`config.mk`:
```
export PLATFORM = sky130hd
export DESIGN_NAME = mct_maint_cmd
export DESIGN_NICKNAME = d
export VERILOG_FILES = /design/src/mct_pkg.sv /design/src/mct_cmd_word.sv /design/src/mct_maint_cmd.sv
export SDC_FILE = /design/constraint.sdc
export NUM_CORES = 1
export LEC_CHECK = 0
export CORE_MARGIN = 2
export CORE_UTILIZATION = 45
export CTS_CLUSTER_DIAMETER = 60
export DETAILED_ROUTE_END_ITERATION = 16
export DONT_BUFFER_PORTS = 1
export GPL_ROUTABILITY_DRIVEN = 1
export GPL_TIMING_DRIVEN = 0
export PLACE_DENSITY = 0.66
export SYNTH_ARGS = -nofsm -noshare
export SYNTH_HDL_FRONTEND = slang
export SYNTH_SLANG_ARGS = --single-unit
```
`constraint.sdc`:
```
create_clock -name clk -period 5.66 [get_ports clk]
set_input_delay 0.283 -clock clk [delete_from_list [all_inputs] [get_ports clk]]
set_output_delay 0.283 -clock clk [all_outputs]
set_load 0.03 [all_outputs]
```
`src/mct_pkg.sv`:
```
// Package with register addresses and timing constants for the maintenance command block.
package mct_pkg;
    localparam int unsigned ADDR_W = 16;
    localparam int unsigned DATA_W = 16;
    localparam int unsigned NUM_CMD = 10;
    // Upper half of each command pair; the lower half sits at the next address.
    localparam logic [15:0] ADDR_ALARM_CLR   = 16'h0180;
    localparam logic [15:0] ADDR_ABS_CLR     = 16'h0182;
    localparam logic [15:0] ADDR_ALM_HIST    = 16'h0184;
    localparam logic [15:0] ADDR_WRN_HIST    = 16'h0186;
    localparam logic [15:0] ADDR_LNK_HIST    = 16'h0188;
    localparam logic [15:0] ADDR_PRELOAD     = 16'h018A;
    localparam logic [15:0] ADDR_RECALC      = 16'h018C;
    localparam logic [15:0] ADDR_DEFAULTS    = 16'h018E;
    localparam logic [15:0] ADDR_BATCH_LOAD  = 16'h0190;
    localparam logic [15:0] ADDR_BATCH_STORE = 16'h0192;
    localparam logic [15:0] ADDR_FIRST       = ADDR_ALARM_CLR;
    localparam logic [15:0] ADDR_LAST        = 16'h0193;
    // Command indices inside the trigger vector.
    localparam int unsigned CMD_ALARM_CLR   = 0;
    localparam int unsigned CMD_ABS_CLR     = 1;
    localparam int unsigned CMD_ALM_HIST    = 2;
    localparam int unsigned CMD_WRN_HIST    = 3;
    localparam int unsigned CMD_LNK_HIST    = 4;
    localparam int unsigned CMD_PRELOAD     = 5;
    localparam int unsigned CMD_RECALC      = 6;
    localparam int unsigned CMD_DEFAULTS    = 7;
    localparam int unsigned CMD_BATCH_LOAD  = 8;
    localparam int unsigned CMD_BATCH_STORE = 9;
    localparam logic [31:0] CMD_RESET_VAL = 32'h0000_0000;
    localparam logic [31:0] CMD_ONE       = 32'h0000_0001;
    // Duration of the setup recalculation in microseconds and cycles at 100 MHz.
    localparam int unsigned CLK_MHZ       = 100;
    localparam int unsigned RECALC_US     = 10;
    localparam int unsigned RECALC_CYCLES = RECALC_US * CLK_MHZ;
    localparam int unsigned RECALC_CNT_W  = 16;
    // Number of history entries in each log.
    localparam int unsigned HIST_DEPTH = 10;
endpackage : mct_pkg

```
`src/mct_cmd_word.sv`:
```
// One 32-bit command word built from two 16-bit halves, with 0-to-1 detection.
`timescale 1ns/1ps
`default_nettype none
module mct_cmd_word #(
    parameter logic [15:0] BASE = 16'h0180
) (
    // Clock and reset
    input  wire logic        clk,
    input  wire logic        resetn,
    // Register write port
    input  wire logic        wrEn,
    input  wire logic [15:0] wrAddr,
    input  wire logic [15:0] wrData,
    // Trigger
    output logic             fire
);
    logic [31:0] word_r;
    logic [31:0] word_nxt;
    logic        hiHit;
    logic        loHit;

    assign hiHit = wrEn && (wrAddr == BASE);
    assign loHit = wrEn && (wrAddr == BASE + 16'h0001);

    always_comb begin
        word_nxt = word_r;
        if (hiHit) begin
            word_nxt[31:16] = wrData;
        end
        if (loHit) begin
            word_nxt[15:0] = wrData;
        end
    end

    always_ff @(posedge clk) begin
        if (!resetn) begin
            word_r <= mct_pkg::CMD_RESET_VAL;
        end else begin
            word_r <= word_nxt;
        end
    end

    always_ff @(posedge clk) begin
        if (!resetn) begin
            fire <= 1'b0;
        end else begin
            fire <= (hiHit || loHit) && (word_r == mct_pkg::CMD_RESET_VAL)
                    && (word_nxt == mct_pkg::CMD_ONE);
        end
    end
endmodule : mct_cmd_word
`default_nettype wire

```
`src/mct_maint_cmd.sv`:
```
// Top module: maintenance command triggers and their effects on driver state.
`timescale 1ns/1ps
`default_nettype none
module mct_maint_cmd #(
    // Widths and run length.
    parameter int unsigned ALARM_W  = 16,
    parameter int unsigned POS_W    = 32,
    parameter int unsigned ENTRY_W  = 8,
    parameter int unsigned PARAM_W  = 32,
    parameter int unsigned RECALC_N = mct_pkg::RECALC_CYCLES
) (
    // Clock and reset
    input  wire logic                     clk,
    input  wire logic                     resetn,

    // Register write port from the serial front end
    input  wire logic                     regWrEn,
    input  wire logic [15:0]              regAddr,
    input  wire logic [15:0]              regWrData,

    // Alarm state
    input  wire logic [ALARM_W-1:0]       alarmSet,
    input  wire logic [ALARM_W-1:0]       alarmNoClear,
    input  wire logic                     absFaultSet,
    output logic      [ALARM_W-1:0]       alarmActive,
    output logic                          absFault,

    // History logs
    input  wire logic                     alarmLogPush,
    input  wire logic                     warnLogPush,
    input  wire logic                     linkLogPush,
    input  wire logic [ENTRY_W-1:0]       logEntry,
    output logic      [mct_pkg::HIST_DEPTH*ENTRY_W-1:0] alarmLog,
    output logic      [mct_pkg::HIST_DEPTH*ENTRY_W-1:0] warnLog,
    output logic      [mct_pkg::HIST_DEPTH*ENTRY_W-1:0] linkLog,

    // Position
    input  wire logic [POS_W-1:0]         posPreset,
    input  wire logic                     posStep,
    input  wire logic                     posDirNeg,
    output logic      [POS_W-1:0]         cmdPosition,

    // Motion and tool status (pins, synchronised here)
    input  wire logic                     motorMoving,
    input  wire logic                     toolABusy,
    input  wire logic                     toolBBusy,
    input  wire logic                     autoReturnEn,
    input  wire logic                     autoReturnCond,

    // Drive control during recalculation
    output logic                          recalcBusy,
    output logic                          motorEnergize,
    output logic                          brakeHold,
    output logic                          inputsAccepted,
    output logic                          autoReturnGo,

    // Parameter storage
    output logic [PARAM_W-1:0]            ramParams,
    output logic [PARAM_W-1:0]            nvParams,
    output logic [7:0]                    serialCfg,
    output logic [31:0]                   nvWriteCount,
    input  wire logic [PARAM_W-1:0]       defaultParams,
    input  wire logic [PARAM_W-1:0]       ramParamsWr,
    input  wire logic                     ramParamsWe,
    input  wire logic [7:0]               serialCfgWr,
    input  wire logic                     serialCfgWe
);
    // Width of one whole history log.
    localparam int unsigned LOG_W = mct_pkg::HIST_DEPTH * ENTRY_W;

    // One-hot sequencer states.
    typedef enum logic [1:0] {
        MCT_IDLE = 2'b01,
        MCT_RUN  = 2'b10
    } mct_state_t;

    // Command fire pulses, one per register pair.
    logic [mct_pkg::NUM_CMD-1:0] fire;

    // Pin levels after the second synchroniser stage.
    localparam int unsigned PIN_N = 5;
    logic [PIN_N-1:0]            pinRaw;
    logic [PIN_N-1:0]            pinSync;
    logic                        toolA;
    logic                        toolB;
    logic                        moving;
    logic                        arEn_s;
    logic                        arCond_s;

    // Recalculation sequencer and auto return guard.
    mct_state_t                  state_r;
    logic [15:0]                 cnt_r;
    logic                        recalcOk;
    logic                        arBlock_r;

    localparam logic [15:0] BASES [mct_pkg::NUM_CMD] = '{
        mct_pkg::ADDR_ALARM_CLR,
        mct_pkg::ADDR_ABS_CLR,
        mct_pkg::ADDR_ALM_HIST,
        mct_pkg::ADDR_WRN_HIST,
        mct_pkg::ADDR_LNK_HIST,
        mct_pkg::ADDR_PRELOAD,
        mct_pkg::ADDR_RECALC,
        mct_pkg::ADDR_DEFAULTS,
        mct_pkg::ADDR_BATCH_LOAD,
        mct_pkg::ADDR_BATCH_STORE
    };

    // One command word per register pair.
    genvar gi;
    generate
        for (gi = 0; gi < mct_pkg::NUM_CMD; gi++) begin : gCmd
            mct_cmd_word #(
                .BASE   (BASES[gi])
            ) uWord (
                .clk    (clk),
                .resetn (resetn),
                .wrEn   (regWrEn),
                .wrAddr (regAddr),
                .wrData (regWrData),
                .fire   (fire[gi])
            );
        end
    endgenerate

    // Pin levels pass two flip-flops before use.
    // Each pin gets its own pair so nothing but the second stage reads the first.
    assign pinRaw = {autoReturnCond, autoReturnEn, toolBBusy, toolABusy, motorMoving};

    generate
        for (gi = 0; gi < PIN_N; gi++) begin : gSync
            logic meta_r;
            logic sync_r;

            always_ff @(posedge clk) begin
                if (!resetn) begin
                    meta_r <= 1'b0;
                    sync_r <= 1'b0;
                end else begin
                    meta_r <= pinRaw[gi];
                    sync_r <= meta_r;
                end
            end

            assign pinSync[gi] = sync_r;
        end
    endgenerate

    assign moving   = pinSync[0];
    assign toolA    = pinSync[1];
    assign toolB    = pinSync[2];
    assign arEn_s   = pinSync[3];
    assign arCond_s = pinSync[4];

    // Alarm clear keeps exempt alarms.
    // A new alarm in the clear cycle survives, so no event is lost.
    always_ff @(posedge clk) begin
        if (!resetn) begin
            alarmActive <= '0;
        end else if (fire[mct_pkg::CMD_ALARM_CLR]) begin
            alarmActive <= (alarmActive & alarmNoClear) | alarmSet;
        end else begin
            alarmActive <= alarmActive | alarmSet;
        end
    end

    // Dedicated fault clear; a new fault wins over the clear.
    // Only this command may clear it; the general alarm clear leaves it alone.
    always_ff @(posedge clk) begin
        if (!resetn) begin
            absFault <= 1'b0;
        end else if (absFaultSet) begin
            absFault <= 1'b1;
        end else if (fire[mct_pkg::CMD_ABS_CLR]) begin
            absFault <= 1'b0;
        end
    end

    // History log erase.
    // Each log shifts up and keeps its newest entry in the low bits.
    always_ff @(posedge clk) begin
        if (!resetn || fire[mct_pkg::CMD_ALM_HIST]) begin
            alarmLog <= '0;
        end else if (alarmLogPush) begin
            alarmLog <= {alarmLog[LOG_W-ENTRY_W-1:0], logEntry};
        end
    end

    always_ff @(posedge clk) begin
        if (!resetn || fire[mct_pkg::CMD_WRN_HIST]) begin
            warnLog <= '0;
        end else if (warnLogPush) begin
            warnLog <= {warnLog[LOG_W-ENTRY_W-1:0], logEntry};
        end
    end

    always_ff @(posedge clk) begin
        if (!resetn || fire[mct_pkg::CMD_LNK_HIST]) begin
            linkLog <= '0;
        end else if (linkLogPush) begin
            linkLog <= {linkLog[LOG_W-ENTRY_W-1:0], logEntry};
        end
    end

    // Position preload.
    // Steps are ignored during a run because inputs are not accepted then.
    always_ff @(posedge clk) begin
        if (!resetn) begin
            cmdPosition <= '0;
        end else if (fire[mct_pkg::CMD_PRELOAD]) begin
            cmdPosition <= posPreset;
        end else if (posStep && state_r == MCT_IDLE) begin
            cmdPosition <= posDirNeg ? cmdPosition - 1'b1 : cmdPosition + 1'b1;
        end
    end

    // All five start conditions together.
    // Synchronised levels only, so a glitch on a pin cannot start a run.
    assign recalcOk = (alarmActive == '0) && !absFault && !moving && !toolA && !toolB;

    // Recalculation sequencer; a refused trigger is simply dropped.
    always_ff @(posedge clk) begin
        if (!resetn) begin
            state_r <= MCT_IDLE;
        end else begin
            unique case (state_r)
                MCT_IDLE: begin
                    if (fire[mct_pkg::CMD_RECALC] && recalcOk) begin
                        state_r <= MCT_RUN;
                    end
                end
                MCT_RUN: begin
                    if (cnt_r == 16'h0000) begin
                        state_r <= MCT_IDLE;
                    end
                end
                default: begin
                    state_r <= MCT_IDLE;
                end
            endcase
        end
    end

    // Run length counter, preloaded while idle and counted down to zero.
    // The counter is 16 bits wide, which limits the run length parameter.
    always_ff @(posedge clk) begin
        if (!resetn) begin
            cnt_r <= 16'h0000;
        end else if (state_r == MCT_IDLE) begin
            cnt_r <= RECALC_N[15:0] - 16'h0001;
        end else if (cnt_r != 16'h0000) begin
            cnt_r <= cnt_r - 16'h0001;
        end
    end

    // Drive held safe while busy.
    // Other outputs are undefined during a run; these are pinned to safe levels.
    assign recalcBusy     = (state_r == MCT_RUN);
    assign motorEnergize  = !recalcBusy;
    assign brakeHold      = recalcBusy;
    assign inputsAccepted = !recalcBusy;

    // Block automatic return after recalculation until its condition drops.
    // Waiting for the condition to fall means a return never follows a run by itself.
    always_ff @(posedge clk) begin
        if (!resetn) begin
            arBlock_r <= 1'b0;
        end else if (recalcBusy) begin
            arBlock_r <= 1'b1;
        end else if (!arCond_s) begin
            arBlock_r <= 1'b0;
        end
    end

    always_ff @(posedge clk) begin
        if (!resetn) begin
            autoReturnGo <= 1'b0;
        end else begin
            autoReturnGo <= arEn_s && arCond_s && !arBlock_r && !recalcBusy;
        end
    end

    // Defaults into storage; defaults win over a store in the same cycle.
    always_ff @(posedge clk) begin
        if (!resetn) begin
            nvParams <= '0;
        end else if (fire[mct_pkg::CMD_DEFAULTS]) begin
            nvParams <= defaultParams;
        end else if (fire[mct_pkg::CMD_BATCH_STORE]) begin
            nvParams <= ramParams;
        end
    end

    // Storage into RAM; a load overrides a direct RAM write.
    always_ff @(posedge clk) begin
        if (!resetn) begin
            ramParams <= '0;
        end else if (fire[mct_pkg::CMD_BATCH_LOAD]) begin
            ramParams <= nvParams;
        end else if (ramParamsWe) begin
            ramParams <= ramParamsWr;
        end
    end

    // Serial settings are written only by their own port.
    // The defaults command has no path to these bits, so they survive it.
    always_ff @(posedge clk) begin
        if (!resetn) begin
            serialCfg <= 8'h00;
        end else if (serialCfgWe) begin
            serialCfg <= serialCfgWr;
        end
    end

    // Wear counter lets software see how many stores have been spent.
    // Defaults rewrite storage as well, so they are counted too.
    always_ff @(posedge clk) begin
        if (!resetn) begin
            nvWriteCount <= 32'h0000_0000;
        end else if (fire[mct_pkg::CMD_BATCH_STORE] || fire[mct_pkg::CMD_DEFAULTS]) begin
            nvWriteCount <= nvWriteCount + 32'h0000_0001;
        end
    end
endmodule : mct_maint_cmd
`default_nettype wire

```
==> results.sh, run 1 <==
export IMPL_reg2reg_depth=10
export IMPL_first_iter_violations=2450
export IMPL_power_static_leakage_nw=14.2
export IMPL_ys_ff_latch=753
export IMPL_start_kind="flop"
export IMPL_power_density_nw_per_um2=337
export IMPL_synth_flop_cell="dfxtp_1"
export IMPL_post_cts_buffers=0
export IMPL_fin_crit_sh_pct=59.0
export IMPL_syn_instance_count=3505
export IMPL_insertion_delay_ns=0.64
export IMPL_ys_types=86
export IMPL_max_freq_mhz=299
export IMPL_final_nets=3964
export IMPL_gp_congestion=0.952
export IMPL_fp_row_count=95
export IMPL_synthesis_area_sq_um=30700
export IMPL_outcome="finished clean"
export IMPL_min_to="gCmd[8].uWord.fire$_SDFF_PN0_"
export IMPL_cts_tree="yes"
export IMPL_first_pass_iters=6
export IMPL_cts_resized_gates=0
export IMPL_r2r_end="cmdPosition[31]$_SDFFE_PN0P_"
export IMPL_clkTransAtPathRegs_ns=0.07
export IMPL_rsz0062_at_grt="no"
export IMPL_mostFrequentLayoutCells="753 x dfxtp_1, 606 x nor2_1, 516 x nand2_1, 438 x mux2i_1, 356 x a21oi_1"
export IMPL_max_cap_viol_count=0
export IMPL_grt_pass1_wl_microns=155000
export IMPL_die_h_microns=265
export IMPL_reg2reg_from="cmdPosition[1]$_SDFFE_PN0P_"
export IMPL_die_x_microns=265
export IMPL_hpwl_microns=75800
export IMPL_max_stage_delay_ns=0.60
export IMPL_yosys_warnings=0
export IMPL_drive_gt1_share_pct=5.47
export IMPL_gr_usage_all_layers_pct=28.5
export IMPL_worst_slew_pin_transition_ns=1.42
export IMPL_routed_wl_microns=106000
export IMPL_worstPathRequired_ns=6.19
export IMPL_crit_buf_inv=1
export IMPL_antenna_found_initial=4
export IMPL_cp_max_fo=4
export IMPL_cp_end_kind="flop"
export IMPL_crit_family="compound AO/OA/AOI/OAI gates"
export IMPL_fp_coreArea_sq_um=67400
export IMPL_worstPathArrival_ns=3.87
export IMPL_async_reset_ff_share_pct=0
export IMPL_cts_root_buffer="clkbuf_16"
export IMPL_synth_area_per_cell_sq_um=8.77
export IMPL_hold_viol=0
export IMPL_r2r_setup_slack_ns=2.32
export IMPL_hp_class="input pin to flop"
export IMPL_hold_slack_ns=0.0186
export IMPL_final_common_cell="dfxtp_1"
export IMPL_hp_start="regAddr[4]"
export IMPL_grt_max_degree=35
export IMPL_ant_nets=0
export IMPL_syn2layout_area_growth_pct=17.7
export IMPL_via_per_inst=5.64
export IMPL_io_pins=590
export IMPL_clock_sinks=753
export IMPL_start_util_pct=45.6
export IMPL_irDropWorstVdd_uv=221
export IMPL_grt_pass1_vias=24500
export IMPL_cts_max_path_buffers=3
export IMPL_vias=26400
export IMPL_cts_buffers=81
export IMPL_period_needed_ns=3.34
export IMPL_yosysSeqAreaShare_pct=49.0
export IMPL_path_class="flop to flop"
export IMPL_final_setup_skew_ns=0.0238
export IMPL_grt_overflow=0
export IMPL_crit_chain="ha_1 > a211o_1 > o211ai_1 > a211oi_4 > o211ai_2 > a2111o_1 > a21oi_1 > nor3_1 > nand3b_1 > dlygate4sd3_1"
export IMPL_finalSetupTns_ns=0
export IMPL_slew_viol_final=0
export IMPL_io_buffers=0
export IMPL_drc=0
export IMPL_hold_depth=4
export IMPL_synth_nets=3730
export IMPL_htreeDepth=3
export IMPL_critPathSlowestCell="dfxtp_1"
export IMPL_setup_viol=0
export IMPL_wire_per_inst_microns=22.6
export IMPL_synth_edf_count=0
export IMPL_die_area_sq_um=70400
export IMPL_relSlewSlack_pct=4.33
## synthesized netlist by cell type, types with 13 or more instances
library cell  instances  share of area (%)
clkbuf_1            178                2.2
buf_4                13               0.32
or3_1                23               0.47
buf_1                36               0.44
a21o_1               20               0.49
nand3_1              22               0.36
nor3_1               32               0.52
nor4_1               92                1.9
nand4_1              31               0.63
mux2i_1             438                 14
nor2_1              606                7.4
and2_1               21               0.43
ha_1                 32                1.3
xor2_1               27               0.77
o21ai_0              40               0.65
nand2b_1             28               0.57
buf_2                18               0.29
dfxtp_1             753                 49
inv_1                16               0.20
xnor2_1              30               0.85
a21oi_1             356                5.8
and3_1               22               0.45
nand2_1             516                6.3
## tightest hold or removal path, stage by stage
cell and delay (ns):
nand4_1 0.08, nor4_1 0.06, nand4_1 0.08, nor3_1 0.08
## final cells by class
class | count | area (sq um)
Clock buffer | 109 | 2280
Tap cell | 873 | 1090
Antenna cell | 2 | 5.00
Buffer | 245 | 991
Multi-Input combinational cell | 2488 | 14600
Clock inverter | 38 | 542
Inverter | 19 | 71.3
Sequential cell | 753 | 15100
Timing Repair Buffer | 151 | 1510
Fill cell | 6125 | 31200
## routing by layer
metal | part of all wire (%) | global-route usage (%) | wire length, microns
met5 | 0.081 | 0.624 | 86
met3 | 9.9 | 9.41 | 10500
met2 | 44 | 44.1 | 46800
met4 | 4.9 | 13.3 | 5150
met1 | 41 | 35.9 | 43100
## registers in the layout, summed over array words and instances, names as in the netlist, 8 cells and up
register           cells
alarmActive           16
gCmd.uWord.word_r    320
nvParams              32
alarmLog              80
cmdPosition           32
cnt_r                 16
nvWriteCount          32
linkLog               80
gCmd.uWord.fire       10
serialCfg              8
warnLog               80
ramParams             32
## through the flow
stage	area [sq um]	power (W)	worst slack (ns)	util, %	cells
floorplan	30700	0.00634	3.04	-	3505
global placement	31800	0.00660	2.27	47.2	4378
detailed placement	31800	0.00661	2.27	47.2	4378
CTS	36200	0.0122	2.39	53.7	4676
global route	36200	0.0126	2.18	53.7	4676
finish	36200	0.0122	2.32	53.7	4678
## power by group
part	switching, W	internal (W)
logic	0.000573	0.000372
registers	0.000286	0.00539
clock network	0.00227	0.00332
total	0.00313	0.00908
## what timing repair did
action / CTS / global route
endpoints found under the setup margin: 0 / 0
hold buffers: 151 / 0
endpoints found under the hold margin: 153 / 0
## cell families after synthesis
family | synth area share, %
AO/OA/AOI/OAI | 9.47
AND/OR/NAND/NOR | 20.8
multiplexers | 14.3
buffers and inverters | 3.45
flip-flops | 49.0
XOR/XNOR | 1.62
adder cells (fa/ha/maj) | 1.37
## how the worst max path moves through the flow
stage                           startpoint                       endpoint  slack, ns  cells past startpoint
3_3_place_gp                 regWrData[14]  gCmd[7].uWord.fire$_SDFF_PN0_       2.27                      6
4_1_cts        cmdPosition[2]$_SDFFE_PN0P_   cmdPosition[31]$_SDFFE_PN0P_       2.39                     10
5_1_grt        cmdPosition[1]$_SDFFE_PN0P_   cmdPosition[31]$_SDFFE_PN0P_       2.18                     10
6_report       cmdPosition[1]$_SDFFE_PN0P_   cmdPosition[31]$_SDFFE_PN0P_       2.32                     10
3_5_place_dp                 regWrData[14]  gCmd[7].uWord.fire$_SDFF_PN0_       2.27                      6
2_1_floorplan  cmdPosition[0]$_SDFFE_PN0P_   cmdPosition[22]$_SDFFE_PN0P_       3.04                      9
(Power assumes the default switching activity.)
==> run 2: changes to the inputs <==
PLACE_DENSITY = 0.68   (was 0.66)
clock period = 2.7 ns   (was 5.66 ns; I/O delays follow)
==> results.sh, run 2 (synthesis results as in run 1) <==
export IMPL_fillers=6002
export IMPL_power_density_nw_per_um2=690
export IMPL_setup_viol=0
export IMPL_setup_slack_ns=0.0258
export IMPL_reg2reg_from="cmdPosition[1]$_SDFFE_PN0P_"
export IMPL_vias=27100
export IMPL_max_cap_viol_count=0
export IMPL_start_kind="flop"
export IMPL_via_per_inst=5.74
export IMPL_fp_row_count=95
export IMPL_gr_usage_all_layers_pct=29.0
export IMPL_final_setup_skew_ns=0.0216
export IMPL_fin_crit_sh_pct=99.0
export IMPL_r2r_end="cmdPosition[20]$_SDFFE_PN0P_"
export IMPL_die_x_microns=265
export IMPL_final_nets=4004
export IMPL_hpwl_microns=76900
export IMPL_layout_cells_non_filler=4719
export IMPL_power_static_leakage_nw=14.4
export IMPL_first_pass_iters=7
export IMPL_worstPathArrival_ns=3.24
export IMPL_clock_sinks=753
export IMPL_insertion_delay_ns=0.63
export IMPL_dp_cells=4378
export IMPL_cts_buffers=83
export IMPL_drc=0
export IMPL_utilization_pct=54.4
export IMPL_fp_coreArea_sq_um=67400
export IMPL_antenna_found_initial=9
export IMPL_top_register="gCmd.uWord.word_r"
export IMPL_first_iter_violations=2377
export IMPL_final_common_cell="dfxtp_1"
export IMPL_drive_gt1_share_pct=6.79
export IMPL_hp_class="input pin to flop"
export IMPL_worst_slew_pin_transition_ns=1.30
export IMPL_mostFrequentLayoutCells="726 x dfxtp_1, 606 x nor2_1, 516 x nand2_1, 438 x mux2i_1, 355 x a21oi_1"
export IMPL_routed_wl_microns=107000
export IMPL_wire_per_inst_microns=22.8
export IMPL_setup_worst_path_start="cmdPosition[1]$_SDFFE_PN0P_"
export IMPL_rsz0062_at_grt="yes"
export IMPL_path_class="flop to flop"
export IMPL_period_needed_ns=2.67
export IMPL_fin_area_sq_um=36700
export IMPL_slew_viol_final=0
export IMPL_io_buffers=0
export IMPL_die_area_sq_um=70400
export IMPL_max_freq_mhz=374
export IMPL_relSlewSlack_pct=13.4
export IMPL_reg2reg_depth=11
export IMPL_hold_slack_ns=-0.0137
export IMPL_irDropWorstVdd_uv=445
export IMPL_cp_end_kind="flop"
export IMPL_start_util_pct=45.6
export IMPL_hold_depth=5
export IMPL_cts_max_path_buffers=3
export IMPL_hold_viol=1
export IMPL_dpl_cell_area_sq_um=31800
export IMPL_hp_start="posDirNeg"
export IMPL_grt_max_degree=28
export IMPL_outcome="finished, violations left"
export IMPL_clkTransAtPathRegs_ns=0.06
export IMPL_grt_pass1_vias=25100
export IMPL_grt_pass1_wl_microns=157000
export IMPL_min_to="cmdPosition[11]$_SDFFE_PN0P_"
export IMPL_worstPathRequired_ns=3.26
export IMPL_r2r_setup_slack_ns=0.03
export IMPL_syn2layout_area_growth_pct=19.3
export IMPL_io_pins=590
export IMPL_cts_tree="yes"
export IMPL_grt_overflow=0
export IMPL_die_h_microns=265
export IMPL_gp_congestion=0.980
export IMPL_violations="negative hold slack"
export IMPL_ant_nets=0
export IMPL_finalSetupTns_ns=0
export IMPL_dp_slack_ns=-0.365
export IMPL_htreeDepth=3
export IMPL_cts_root_buffer="clkbuf_16"
export IMPL_largest_reg_flops=320
export IMPL_cp_max_fo=4
==> run 2: cell count changes in the layout (fill, tap and decap cells not counted), moves of 9 or more <==
cell | previous run | this run
buf_4 | 13 | 23
dfxtp_1 | 753 | 726
dfxtp_2 | 0 | 22
dlygate4sd3_1 | 151 | 178
ha_1 | 32 | 23
==> run 2: layout make-up <==
cell class,count,area [sq um],share of cell area [%]
Multi-Input combinational cell,2488,14800,40.3
Antenna cell,4,10.0,0.0273
Inverter,19,71.3,0.194
Buffer,245,993,2.71
Tap cell,873,1090,2.98
Clock inverter,31,353,0.962
Clock buffer,117,2380,6.48
Timing Repair Buffer,189,1870,5.10
Sequential cell,753,15100,41.2
==> run 2: layer usage <==
metal  global-route usage (%)  wire [microns]
met2                     45.2           47500
met4                     13.7            5650
met3                     10.7           12000
met5                        0              99
met1                     35.5           42100
==> run 2: worst max path at each step <==
stage | endpoint | cells past startpoint
after global routing | cmdPosition[30]$_SDFFE_PN0P_ | 10
after detailed placement | gCmd[7].uWord.fire$_SDFF_PN0_ | 6
final | cmdPosition[20]$_SDFFE_PN0P_ | 11
after global placement | gCmd[7].uWord.fire$_SDFF_PN0_ | 6
after CTS | cmdPosition[30]$_SDFFE_PN0P_ | 10
after floorplan | cmdPosition[22]$_SDFFE_PN0P_ | 9
==> run 2: stage by stage <==
stage	hold WS [ns]	power, W
after floorplan	0.252	0.0133
after global placement	0.256	0.0139
after detailed placement	0.264	0.0139
after CTS	0.000100	0.0253
after global routing	-0.000474	0.0261
final	-0.0137	0.0253
==> run 2: power breakdown <==
part	leakage, nW	internal [W]	switching, W
Clock	1.35	0.00650	0.00474
Sequential	6.11	0.0113	0.000629
Combinational	6.95	0.000881	0.00126
Total	14.4	0.0187	0.00663
==> run 2: critical path, stage by stage (launching register included) <==
cell and delay, ns:
dfxtp_4 0.40, fa_2 0.40, a211oi_4 0.31, o21bai_2 0.12, a211oi_2 0.18, buf_4 0.16
o31ai_4 0.10, a221oi_4 0.42, buf_4 0.19, xnor2_2 0.10, nand2_1 0.07, a21oi_1 0.13
==> run 2: timing repair <==
action	4_1_cts	5_1_grt
hold endpoints to repair	206	0
pin swaps	4	17
hold buffers	179	0
endpoints found under the setup margin	17	22
buffers inserted	2	8
resized for setup	26	36
